==> config.mk <==
export PLATFORM = sky130hd
export DESIGN_NAME = converter_back_end
export DESIGN_NICKNAME = d
export VERILOG_FILES = /design/src/converter_back_end.v /design/src/stream_fifo.v
export VERILOG_INCLUDE_DIRS = /design/src /design/src/src
export SDC_FILE = /design/constraint.sdc
export NUM_CORES = 2
export LEC_CHECK = 0
export BUFFER_PORTS_ARGS = -buffer_cell sky130_fd_sc_hd__buf_2
export CORE_UTILIZATION = 50
export DETAILED_ROUTE_END_ITERATION = 16
export HOLD_SLACK_MARGIN = 0.08
export PLACE_DENSITY = 0.8
export SYNTH_ARGS = -nofsm -noshare
export SYNTH_HDL_FRONTEND = slang
export SYNTH_SLANG_ARGS = --single-unit
export TNS_END_PERCENT = 1
==> constraint.sdc <==
create_clock -name clk -period 7.8 [get_ports clk]
set_input_delay 0.39 -clock clk [delete_from_list [all_inputs] [get_ports clk]]
set_output_delay 0.39 -clock clk [all_outputs]
set_load 0.005 [all_outputs]
==> src/converter_defines.vh <==
// Register offsets, field positions, reset values and timing counts
`ifndef CONVERTER_DEFINES_VH
`define CONVERTER_DEFINES_VH

// ****************************************
// Register offsets
// ****************************************
`define REG_SYNC_STATUS       12'h140
`define REG_PIN_CONFIG        12'h146
`define REG_OVR_LSB           12'h116
`define REG_GAIN_FIRST        12'h15B
`define REG_GAIN_SECOND       12'h15C
`define REG_SYNC_MASK         12'h161
`define REG_OUTPUT_MODE       12'h162
`define REG_CROSSPOINT        12'h163
`define REG_DEC_LOW           12'h167
`define REG_DEC_HIGH          12'h168
`define REG_DEC_COMMON        12'h169

// ****************************************
// Field positions and encodings
// ****************************************
`define STAT_EDGE_SEEN        6
`define STAT_ANY_WINDOW       5
`define MASK_RAMP             0
`define MASK_DIVIDER          1
`define MASK_PHASE            2
`define MASK_RAMP_EN          7
`define MODE_STAMP_HI         7
`define MODE_STAMP_LO         6
`define MODE_COMPLEX          2
`define DEC_QUAD              4
`define PIN_SYNC              8'h00
`define PIN_OVR_SPLIT         8'h01
`define PIN_OVR_OR            8'h02
`define SRC_SECOND            2'h1
`define SRC_AVERAGE           2'h2

// ****************************************
// Reset values
// ****************************************
`define RST_PIN_CONFIG        8'h01
`define RST_CROSSPOINT        8'h50
`define RST_SYNC_MASK         8'h07
`define RST_ZERO              8'h00

// ****************************************
// Timing
// ****************************************
`define SYNC_TAP_FIRST_PS     (-60)
`define SYNC_TAP_STEP_PS      40
`define SYNC_CAPTURE_OFFSET_PS 60
`define SYNC_CAPTURE_TAP      ((`SYNC_CAPTURE_OFFSET_PS - `SYNC_TAP_FIRST_PS) / `SYNC_TAP_STEP_PS)
`define DATA_LATENCY          43
`define STAMP_LATENCY         8
`define QUAD_MIN_CODE         4'h2
`define GAIN_SHIFT            7

`endif

==> src/converter_back_end.v <==
// Sync monitor, bypass data path and downconverter control of the converter
// Operation
// - Bypass: fixed latency, sync resets ramp pattern
// - Downconverter mode: sync resets dividers and phase
// - Pin zero is sync input when config 0x00
// - Sync mask selects which blocks get reset
// - Sync captured at tap sixty ps after edge
// - Monitor flags transitions from -60 to +140ps
// - Five window flags, each forty ps wide
// - Monitor status refreshed on each sync rise
// - Edge-seen bit sticky until software clears it
// - Status register layout: zero, seen, any, windows
// - Time stamp registers sync rise per sample
// - Stamp enabled by 0xC0, replaces lane zero LSB
// - Data latency 43, stamp latency 8 cycles
// - Overrange on max code, no later than data
// - Overrange on pins, split or ORed
// - Overrange may replace each channel word LSB
// - Per-channel signed gain, one plus code over 128
// - Crosspoint feeds each downconverter from A, B, average
// - Dual /2 to /32768, quad minimum /4
// - Real decimation single band, complex any band
// - Common factor field; complex enable bit selects complex
// - Unequal ratios: slower samples repeat in stream
`timescale 1ns/1ps
`include "converter_defines.vh"
module converter_back_end (
	input  wire        clk,
	input  wire        resetn,
	input  wire [11:0] regAddr,
	input  wire [7:0]  regWrData,
	input  wire        regWrite,
	input  wire        regRead,
	output wire [7:0]  regRdData,
	output wire        regRdValid,
	input  wire [15:0] firstInputChannel,
	input  wire [15:0] secondInputChannel,
	input  wire [5:0]  syncTaps,
	output wire        generalPinZeroOut,
	output wire        generalPinZeroOe,
	output wire        generalPinOneOut,
	output wire        generalPinOneOe,
	output wire [15:0] laneFirst,
	output wire [15:0] laneSecond,
	output wire [33:0] streamData,
	output wire        streamValid,
	input  wire        streamReady
);
	// ****************************************
	// Functions
	// ****************************************
	function [16:0] applyGain;
		input [15:0] x;
		input [7:0]  g;
		reg signed [23:0] p;
		reg signed [17:0] s;
		reg               sat;
		begin
			p = $signed(x) * $signed(g);
			s = $signed({{2{x[15]}}, x}) + $signed({p[23], p[23:`GAIN_SHIFT]});
			sat = (x == 16'h7FFF) || (x == 16'h8000);
			if (s > $signed(18'h0_7FFF))
				applyGain = {1'b1, 16'h7FFF};
			else if (s < $signed(18'h3_8000))
				applyGain = {1'b1, 16'h8000};
			else
				applyGain = {sat, s[15:0]};
		end
	endfunction

	function [15:0] codeMask;
		input [3:0] code;
		begin
			codeMask = (16'h0001 << code) - 16'h0001;
		end
	endfunction

	function [31:0] mixWord;
		input [15:0] s;
		input [1:0]  ph;
		input        cplx;
		reg   [15:0] neg;
		begin
			neg = 16'h0000 - s;
			// Square-wave oscillator keeps area small
			mixWord[15:0]  = ph[1] ? neg : s;
			mixWord[31:16] = !cplx ? 16'h0000 : ((ph[1] ^ ph[0]) ? neg : s);
		end
	endfunction

	// ****************************************
	// Configuration registers
	// ****************************************
	reg [7:0] pinCfg_q;
	reg [7:0] ovrLsb_q;
	reg [7:0] gainFirst_q;
	reg [7:0] gainSecond_q;
	reg [7:0] syncMask_q;
	reg [7:0] outMode_q;
	reg [7:0] xpoint_q;
	reg [7:0] decLow_q;
	reg [7:0] decHigh_q;
	reg [7:0] decCommon_q;
	reg [6:0] syncStat_q;
	reg [7:0] rdData_q;
	reg       rdValid_q;
	reg [7:0] rdMux;
	wire      wrStat = regWrite && (regAddr == `REG_SYNC_STATUS);

	always @(posedge clk or negedge resetn)
	begin
		if (!resetn)
		begin
			pinCfg_q     <= `RST_PIN_CONFIG;
			ovrLsb_q     <= `RST_ZERO;
			gainFirst_q  <= `RST_ZERO;
			gainSecond_q <= `RST_ZERO;
			syncMask_q   <= `RST_SYNC_MASK;
			outMode_q    <= `RST_ZERO;
			xpoint_q     <= `RST_CROSSPOINT;
			decLow_q     <= `RST_ZERO;
			decHigh_q    <= `RST_ZERO;
			decCommon_q  <= `RST_ZERO;
		end
		else if (regWrite)
		begin
			case (regAddr)
			`REG_PIN_CONFIG:  pinCfg_q     <= regWrData;
			`REG_OVR_LSB:     ovrLsb_q     <= regWrData;
			`REG_GAIN_FIRST:  gainFirst_q  <= regWrData;
			`REG_GAIN_SECOND: gainSecond_q <= regWrData;
			`REG_SYNC_MASK:   syncMask_q   <= regWrData;
			`REG_OUTPUT_MODE: outMode_q    <= regWrData;
			`REG_CROSSPOINT:  xpoint_q     <= regWrData;
			`REG_DEC_LOW:     decLow_q     <= regWrData;
			`REG_DEC_HIGH:    decHigh_q    <= regWrData;
			`REG_DEC_COMMON:  decCommon_q  <= regWrData;
			default:          pinCfg_q     <= pinCfg_q;
			endcase
		end
	end

	always @*
	begin
		case (regAddr)
		`REG_SYNC_STATUS: rdMux = {1'b0, syncStat_q};
		`REG_PIN_CONFIG:  rdMux = pinCfg_q;
		`REG_OVR_LSB:     rdMux = ovrLsb_q;
		`REG_GAIN_FIRST:  rdMux = gainFirst_q;
		`REG_GAIN_SECOND: rdMux = gainSecond_q;
		`REG_SYNC_MASK:   rdMux = syncMask_q;
		`REG_OUTPUT_MODE: rdMux = outMode_q;
		`REG_CROSSPOINT:  rdMux = xpoint_q;
		`REG_DEC_LOW:     rdMux = decLow_q;
		`REG_DEC_HIGH:    rdMux = decHigh_q;
		`REG_DEC_COMMON:  rdMux = decCommon_q;
		default:          rdMux = 8'h00;
		endcase
	end

	// Read has no side effect on any status bit
	always @(posedge clk or negedge resetn)
	begin
		if (!resetn)
		begin
			rdData_q  <= 8'h00;
			rdValid_q <= 1'b0;
		end
		else
		begin
			rdValid_q <= regRead;
			if (regRead)
				rdData_q <= rdMux;
		end
	end

	// ****************************************
	// Sync capture and window monitor
	// ****************************************
	reg        syncPrev_q;
	wire       syncSel   = (pinCfg_q == `PIN_SYNC);
	wire       syncLevel = syncTaps[`SYNC_CAPTURE_TAP];
	wire       syncRise  = syncSel && syncLevel && !syncPrev_q;
	// Adjacent delay taps that disagree mark where the edge fell
	wire [4:0] winFlags  = syncTaps[4:0] ^ syncTaps[5:1];
	wire       bypass    = (decCommon_q[3:0] == 4'h0);

	always @(posedge clk or negedge resetn)
	begin
		if (!resetn)
		begin
			syncPrev_q <= 1'b0;
			syncStat_q <= 7'h00;
		end
		else
		begin
			syncPrev_q <= syncLevel;
			if (syncRise)
			begin
				syncStat_q[4:0]              <= winFlags;
				syncStat_q[`STAT_ANY_WINDOW] <= |winFlags;
			end
			// Set beats a clear landing in the same cycle
			if (syncRise)
				syncStat_q[`STAT_EDGE_SEEN] <= 1'b1;
			else if (wrStat && regWrData[`STAT_EDGE_SEEN])
				syncStat_q[`STAT_EDGE_SEEN] <= 1'b0;
		end
	end

	// ****************************************
	// Bypass data path
	// ****************************************
	reg  [15:0] ramp_q;
	reg  [33:0] gain_q;
	reg  [33:0] dly_q [0:`DATA_LATENCY-3];
	reg  [6:0]  stamp_q;
	reg  [15:0] laneFirst_q;
	reg  [15:0] laneSecond_q;
	reg         pinZero_q;
	reg         pinZeroOe_q;
	reg         pinOne_q;
	reg         pinOneOe_q;
	wire        rampEn   = syncMask_q[`MASK_RAMP_EN];
	wire        stampEn  = outMode_q[`MODE_STAMP_HI] && outMode_q[`MODE_STAMP_LO] && bypass;
	wire [15:0] srcFirst  = rampEn ? ramp_q : firstInputChannel;
	wire [15:0] srcSecond = rampEn ? ramp_q : secondInputChannel;
	wire [16:0] gFirst   = applyGain(srcFirst, gainFirst_q);
	wire [16:0] gSecond  = applyGain(srcSecond, gainSecond_q);
	wire        ovrInLsb = ovrLsb_q[0];
	wire [33:0] dlyOut   = dly_q[`DATA_LATENCY-3];
	integer     k;

	always @(posedge clk or negedge resetn)
	begin
		if (!resetn)
		begin
			ramp_q       <= 16'h0000;
			gain_q       <= 34'h0_0000_0000;
			stamp_q      <= 7'h00;
			laneFirst_q  <= 16'h0000;
			laneSecond_q <= 16'h0000;
			pinZero_q    <= 1'b0;
			pinZeroOe_q  <= 1'b0;
			pinOne_q     <= 1'b0;
			pinOneOe_q   <= 1'b0;
			for (k = 0; k < `DATA_LATENCY-2; k = k + 1)
				dly_q[k] <= 34'h0_0000_0000;
		end
		else
		begin
			if (syncRise && bypass && syncMask_q[`MASK_RAMP])
				ramp_q <= 16'h0000;
			else
				ramp_q <= ramp_q + 16'h0001;
			// Overrange bit travels beside its sample, so it never trails the data
			gain_q <= {gSecond[16], gFirst[16],
				gSecond[15:1], ovrInLsb ? gSecond[16] : gSecond[0],
				gFirst[15:1], ovrInLsb ? gFirst[16] : gFirst[0]};
			dly_q[0] <= gain_q;
			for (k = 1; k < `DATA_LATENCY-2; k = k + 1)
				dly_q[k] <= dly_q[k-1];
			stamp_q <= {stamp_q[5:0], syncRise && stampEn};
			// Stamp bypasses the long delay: it leads its sample by 35 cycles
			laneFirst_q  <= !bypass ? 16'h0000 :
				{dlyOut[15:1], stampEn ? stamp_q[`STAMP_LATENCY-2] : dlyOut[0]};
			laneSecond_q <= bypass ? dlyOut[31:16] : 16'h0000;
			case (pinCfg_q)
			`PIN_OVR_SPLIT:
			begin
				pinZero_q   <= dlyOut[32];
				pinZeroOe_q <= 1'b1;
				pinOne_q    <= dlyOut[33];
				pinOneOe_q  <= 1'b1;
			end
			`PIN_OVR_OR:
			begin
				pinZero_q   <= dlyOut[32] | dlyOut[33];
				pinZeroOe_q <= 1'b1;
				pinOne_q    <= 1'b0;
				pinOneOe_q  <= 1'b0;
			end
			default:
			begin
				pinZero_q   <= 1'b0;
				pinZeroOe_q <= 1'b0;
				pinOne_q    <= 1'b0;
				pinOneOe_q  <= 1'b0;
			end
			endcase
		end
	end

	// ****************************************
	// Downconverter control
	// ****************************************
	reg  [15:0] divCnt_q;
	reg  [15:0] phase_q [0:3];
	reg  [31:0] held_q  [0:3];
	reg  [31:0] snap_q  [0:3];
	reg  [3:0]  effCode [0:3];
	reg  [15:0] ddcSrc  [0:3];
	reg  [3:0]  tick;
	reg  [3:0]  minCode;
	reg  [1:0]  seqIdx_q;
	reg         seqBusy_q;
	reg         slotPend_q;
	wire        cplx     = outMode_q[`MODE_COMPLEX];
	wire        quad     = decCommon_q[`DEC_QUAD];
	// Real output is held to one band
	wire [1:0]  lastDdc  = !cplx ? 2'd0 : (quad ? 2'd3 : 2'd1);
	// Sign-extended sum, so the mean of two negative words stays negative
	wire [16:0] avgSum   = {gain_q[15], gain_q[15:0]} + {gain_q[31], gain_q[31:16]};
	wire [15:0] average  = avgSum[16:1];
	wire [7:0]  srcSel   = xpoint_q;
	wire [7:0]  perDdc   [0:3];
	wire        fifoReady;
	wire        pushValid = seqBusy_q;
	integer     i;

	assign perDdc[0] = {4'h0, decLow_q[3:0]};
	assign perDdc[1] = {4'h0, decLow_q[7:4]};
	assign perDdc[2] = {4'h0, decHigh_q[3:0]};
	assign perDdc[3] = {4'h0, decHigh_q[7:4]};

	always @*
	begin
		minCode = 4'hF;
		tick    = 4'h0;
		for (i = 0; i < 4; i = i + 1)
		begin
			effCode[i] = (perDdc[i][3:0] != 4'h0) ? perDdc[i][3:0] : decCommon_q[3:0];
			if (quad && effCode[i] < `QUAD_MIN_CODE)
				effCode[i] = `QUAD_MIN_CODE;
			case (srcSel[2*i +: 2])
			2'h0:         ddcSrc[i] = gain_q[15:0];
			`SRC_SECOND:  ddcSrc[i] = gain_q[31:16];
			`SRC_AVERAGE: ddcSrc[i] = average;
			default:      ddcSrc[i] = gain_q[15:0];
			endcase
			tick[i] = ((divCnt_q & codeMask(effCode[i])) == codeMask(effCode[i]));
			if (i <= lastDdc && effCode[i] < minCode)
				minCode = effCode[i];
		end
	end

	// Slot rate follows the fastest active band
	wire slot = !bypass && ((divCnt_q & codeMask(minCode)) == codeMask(minCode));

	always @(posedge clk or negedge resetn)
	begin
		if (!resetn)
		begin
			divCnt_q   <= 16'h0000;
			seqIdx_q   <= 2'd0;
			seqBusy_q  <= 1'b0;
			slotPend_q <= 1'b0;
			for (i = 0; i < 4; i = i + 1)
			begin
				phase_q[i] <= 16'h0000;
				held_q[i]  <= 32'h0000_0000;
				snap_q[i]  <= 32'h0000_0000;
			end
		end
		else
		begin
			if (syncRise && !bypass && syncMask_q[`MASK_DIVIDER])
				divCnt_q <= 16'h0000;
			else
				divCnt_q <= divCnt_q + 16'h0001;
			slotPend_q <= slot;
			for (i = 0; i < 4; i = i + 1)
			begin
				if (syncRise && !bypass && syncMask_q[`MASK_PHASE])
					phase_q[i] <= 16'h0000;
				else
					phase_q[i] <= phase_q[i] + {12'h000, i[1:0], 2'b01};
				// Slower bands keep their word until their own divider ticks
				if (tick[i])
					held_q[i] <= mixWord(ddcSrc[i], phase_q[i][15:14], cplx);
			end
			// A slot arriving mid-walk is dropped; the last push chains into it to keep the rate
			if (slotPend_q && (!seqBusy_q || (fifoReady && seqIdx_q == lastDdc)))
			begin
				for (i = 0; i < 4; i = i + 1)
					snap_q[i] <= held_q[i];
				seqBusy_q <= 1'b1;
				seqIdx_q  <= 2'd0;
			end
			else if (seqBusy_q && fifoReady)
			begin
				seqIdx_q <= seqIdx_q + 2'd1;
				if (seqIdx_q == lastDdc)
					seqBusy_q <= 1'b0;
			end
		end
	end

	stream_fifo #(
		.WIDTH (34),
		.DEPTH (8),
		.AW    (3)
	) u_fifo (
		.clk      (clk),
		.resetn   (resetn),
		.inData   ({seqIdx_q, snap_q[seqIdx_q]}),
		.inValid  (pushValid),
		.inReady  (fifoReady),
		.outData  (streamData),
		.outValid (streamValid),
		.outReady (streamReady)
	);

	assign regRdData         = rdData_q;
	assign regRdValid        = rdValid_q;
	assign laneFirst         = laneFirst_q;
	assign laneSecond        = laneSecond_q;
	assign generalPinZeroOut = pinZero_q;
	assign generalPinZeroOe  = pinZeroOe_q;
	assign generalPinOneOut  = pinOne_q;
	assign generalPinOneOe   = pinOneOe_q;
endmodule

==> src/stream_fifo.v <==
// Synchronous FIFO with valid/ready on both sides
`timescale 1ns/1ps
module stream_fifo #(
	parameter WIDTH = 34,
	parameter DEPTH = 8,
	parameter AW    = 3
) (
	input  wire             clk,
	input  wire             resetn,
	input  wire [WIDTH-1:0] inData,
	input  wire             inValid,
	output wire             inReady,
	output wire [WIDTH-1:0] outData,
	output wire             outValid,
	input  wire             outReady
);
	reg [WIDTH-1:0] mem [0:DEPTH-1];
	reg [AW-1:0]    wrPtr_q;
	reg [AW-1:0]    rdPtr_q;
	reg [AW:0]      count_q;
	wire            doPush;
	wire            doPop;

	assign inReady  = (count_q != DEPTH[AW:0]);
	assign outValid = (count_q != {(AW+1){1'b0}});
	assign outData  = mem[rdPtr_q];
	assign doPush   = inValid && inReady;
	assign doPop    = outValid && outReady;

	always @(posedge clk)
	begin
		if (doPush)
			mem[wrPtr_q] <= inData;
	end

	always @(posedge clk or negedge resetn)
	begin
		if (!resetn)
		begin
			wrPtr_q <= {AW{1'b0}};
			rdPtr_q <= {AW{1'b0}};
			count_q <= {(AW+1){1'b0}};
		end
		else
		begin
			if (doPush)
				wrPtr_q <= wrPtr_q + 1'b1;
			if (doPop)
				rdPtr_q <= rdPtr_q + 1'b1;
			if (doPush && !doPop)
				count_q <= count_q + 1'b1;
			else if (doPop && !doPush)
				count_q <= count_q - 1'b1;
		end
	end
endmodule

==> results.md <==
- Status: finished clean
- Post-synth EDFFs: 272
- Initial antenna violation count: 3
- Critical path's slowest cell: fa_1
- Root Driver: clkbuf_16
- R2R depth: 32
- Yosys warnings: 0
- Hpwl dp: 126000 um
- Depth of the CTS H-tree: 4
- Slew HR: 0.146
- Initial DRC Count: 4972
- Worst-path clk slew: 0.07 ns
- Yosys reg bits: 2205
- Pwr Density: 273 nW/um^2
- CP Capture Type: flip-flop
- Total track usage: 0.249
- Die Y: 413 um
- Max Clk Rate: 134 MHz
- Total grt overflow: 0
- Synth Instances: 5940
- Slowest stage delay, CP: 0.56 ns
- Min-delay worst type: in2async
- Post-route clock period utilization: 0.953
- Remaining antenna violation count after routing: 0
- Worst setup SP type: flip-flop
- Crit path required time: 8.52 ns
- Layout fillers: 12300
- Mapped Avg Cell Area: 14.2 um^2
- CTS Buffer Depth: 3
- DR vias: 49300
- Core Area: 167000 um^2
- Leakage power: 41.9 nW
- Most common cell in the netlist: dfrtp_1
- Post-synth top flop: dfrtp_1
- Layout net count: 6685
- Die area: 170000 um^2
- CP max FO: 25
- Slew @ Worst Pin: 1.27 ns
- Port-buffer cells: 142
- Post-synth ARST share: 0.877
- Largest net degree at the start of global routing: 203
- Die Wd: 413 um
- Max Cap Viol: 0
- First-pass GRT wire length: 320000 um
- Initial Util: 0.504
- Synth cell types: 106
- Post-Syn Nets: 6376
- Share of the synthesized area in the top cell type: 0.572
- Worst EP arrival: 8.16 ns
- Final number of max-transition violations: 0
- Drt pass-1 iters: 6
- WHS: 0.256 ns
- Total CTS buffers: 206
- Clock tree sinks: 2205
- Drt wl/cell: 24.0 um
- Final setup viols: 0
- Clock period minus worst slack: 7.44 ns
- ANT cells: 0
- Yosys top cell by area: dfrtp_1
- WL final: 207000 um
- Critical path class: reg2reg
- Vias in the first global route: 53400
- Setup TNS: 0 ns
- Final Wtd Congestion: 0.937
- VDD IR-drop max: 0.209 mV
- Dpl cells: 8220
- Final hold vios: 0
- Post-synthesis sequential area ratio: 0.670
- Post-synth top cells: dfrtp_1, nand2_1, inv_1, nor2_1, edfxtp_1
- Final std cells w/o fill: 8629
- Main area contributors after synthesis: dfrtp_1, edfxtp_1, fa_1
- Drt drc: 0
- Rows: 150
- CTS tree: yes
- Via density: 5.71
- I/O Pins: 143
- Synthesized area: 84400 um^2
- Synthesis-to-finish area growth: 13.7%
- Clock Skews: 0.0627 ns
- Worst-Skew Late Latency: 0.85 ns
- Ratio of cells with drive above 1 in the final layout: 0.167
==> metrics by stage <==
step	setup WS (ns)	cell area (um^2)	power (W)	util
4_1_cts	-0.00963	95700	0.0264	0.572
2_1_floorplan	0.0815	84400	0.0145	-
6_report	0.363	95900	0.0262	0.573
3_3_place_gp	0.102	88300	0.0154	0.527
5_1_grt	-0.0787	95900	0.0270	0.573
3_5_place_dp	-0.0943	88300	0.0156	0.527
==> layout by cell type (no fill, tap or decap), types with 27 or more instances in the layout <==
cell and instances:
clkbuf_16 211, nor3_1 55, o21ai_0 188, ha_1 167, nand2b_1 28, o21a_1 40, a21o_1 48, nor2b_1 81
dfrtp_1 1923, buf_2 141, a31oi_1 36, mux4_2 100, xnor2_1 179, a21oi_1 122, o21ai_1 29, clkbuf_8 43
and2_1 147, edfxtp_1 272, fa_1 206, nand4_1 31, inv_1 405, xor2_1 105, mux2_2 240, nand2_1 455
and3_1 36, clkinv_2 27, nand3_1 80, buf_4 124, nor2_1 309, clkbuf_1 51
==> sequential cells by signal (all words and copies together), names as in the netlist, 15 cells and up <==
| signal | count |
|---|---|
| ramp_q | 16 |
| divCnt_q | 15 |
| laneFirst | 16 |
| laneSecond | 16 |
| snap_q | 128 |
| dly_q | 1360 |
| dlyOut | 34 |
| gain_q | 34 |
| phase_q | 64 |
| held_q | 128 |
| u_fifo.mem | 272 |
==> what timing repair did <==
item	CTS	global route
endpoints found under the setup margin	25	33
hold buffers	20	0
gates resized for setup	4	34
hold endpoints to repair	234	0
pin swaps	0	11
buffers inserted	0	5
==> path summary, 6_finish.rpt <==
path | end | start | slack, ns
worst max-delay path | gain_q[0]$_DFF_PN0_ | syncMask_q[7]$_DFFE_PN0P_ | 0.36
worst min-delay path | dlyOut[16]$_DFF_PN0_ | resetn | 0.26
worst max register to register | gain_q[0]$_DFF_PN0_ | syncMask_q[7]$_DFFE_PN0P_ | 0.36
worst min register to register | dly_q[298]$_DFF_PN0_ | dly_q[332]$_DFF_PN0_ | 0.31
max in group asynchronous | dly_q[604]$_DFF_PN0_ | resetn | 5.15
min in group clk | syncPrev_q$_DFF_PN0_ | syncTaps[3] | 0.27
==> cells by family (layout without fill, tap and decap cells) <==
family,after synthesis,after routing,synth area share
AND/OR/NAND/NOR,1347,1347,0.0764
flip-flops,2205,2205,0.670
buffers and inverters,618,1103,0.0277
AO/OA/AOI/OAI,758,758,0.0619
multiplexers,352,352,0.0602
adder cells (fa/ha/maj),373,373,0.0737
XOR/XNOR,287,287,0.0299
==> where the power goes <==
part	internal (W)	total, W	switching, W
sequential	0.0126	0.0133	0.000732
combinational	0.000911	0.00216	0.00125
clock	0.00615	0.0107	0.00451
total	0.0197	0.0262	0.00650
==> per-layer routing <==
metal / up-vias / wire length (um) / track usage
met5: - / 13 / 0
met4: 2 / 9950 / 0.117
met3: 653 / 14400 / 0.0450
met2: 2239 / 107000 / 0.428
met1: 25700 / 76200 / 0.306
li1: 20700 / - / -
==> critical path, delay by kind of cell, from the launching register on <==
kind	cells	cell delay, ns
compound gates	12	2.24
xor+xnor	1	0.13
fa+ha+maj	6	2.73
buf+inv	8	1.00
flops	1	0.39
mux	1	0.19
simple gates	4	0.60
==> cell type report <==
| cell class | count | area (um^2) | share of cell area |
|---|---|---|---|
| clock buffers | 305 | 6060 | 0.0632 |
| clock inverters | 79 | 1190 | 0.0124 |
| inverters | 423 | 1590 | 0.0166 |
| multi-input cells | 3117 | 25700 | 0.268 |
| flip-flops and latches | 2205 | 56600 | 0.590 |
| well taps | 2204 | 2760 | 0.0288 |
| repair buffers | 296 | 2050 | 0.0214 |
(Power assumes the default switching activity.)
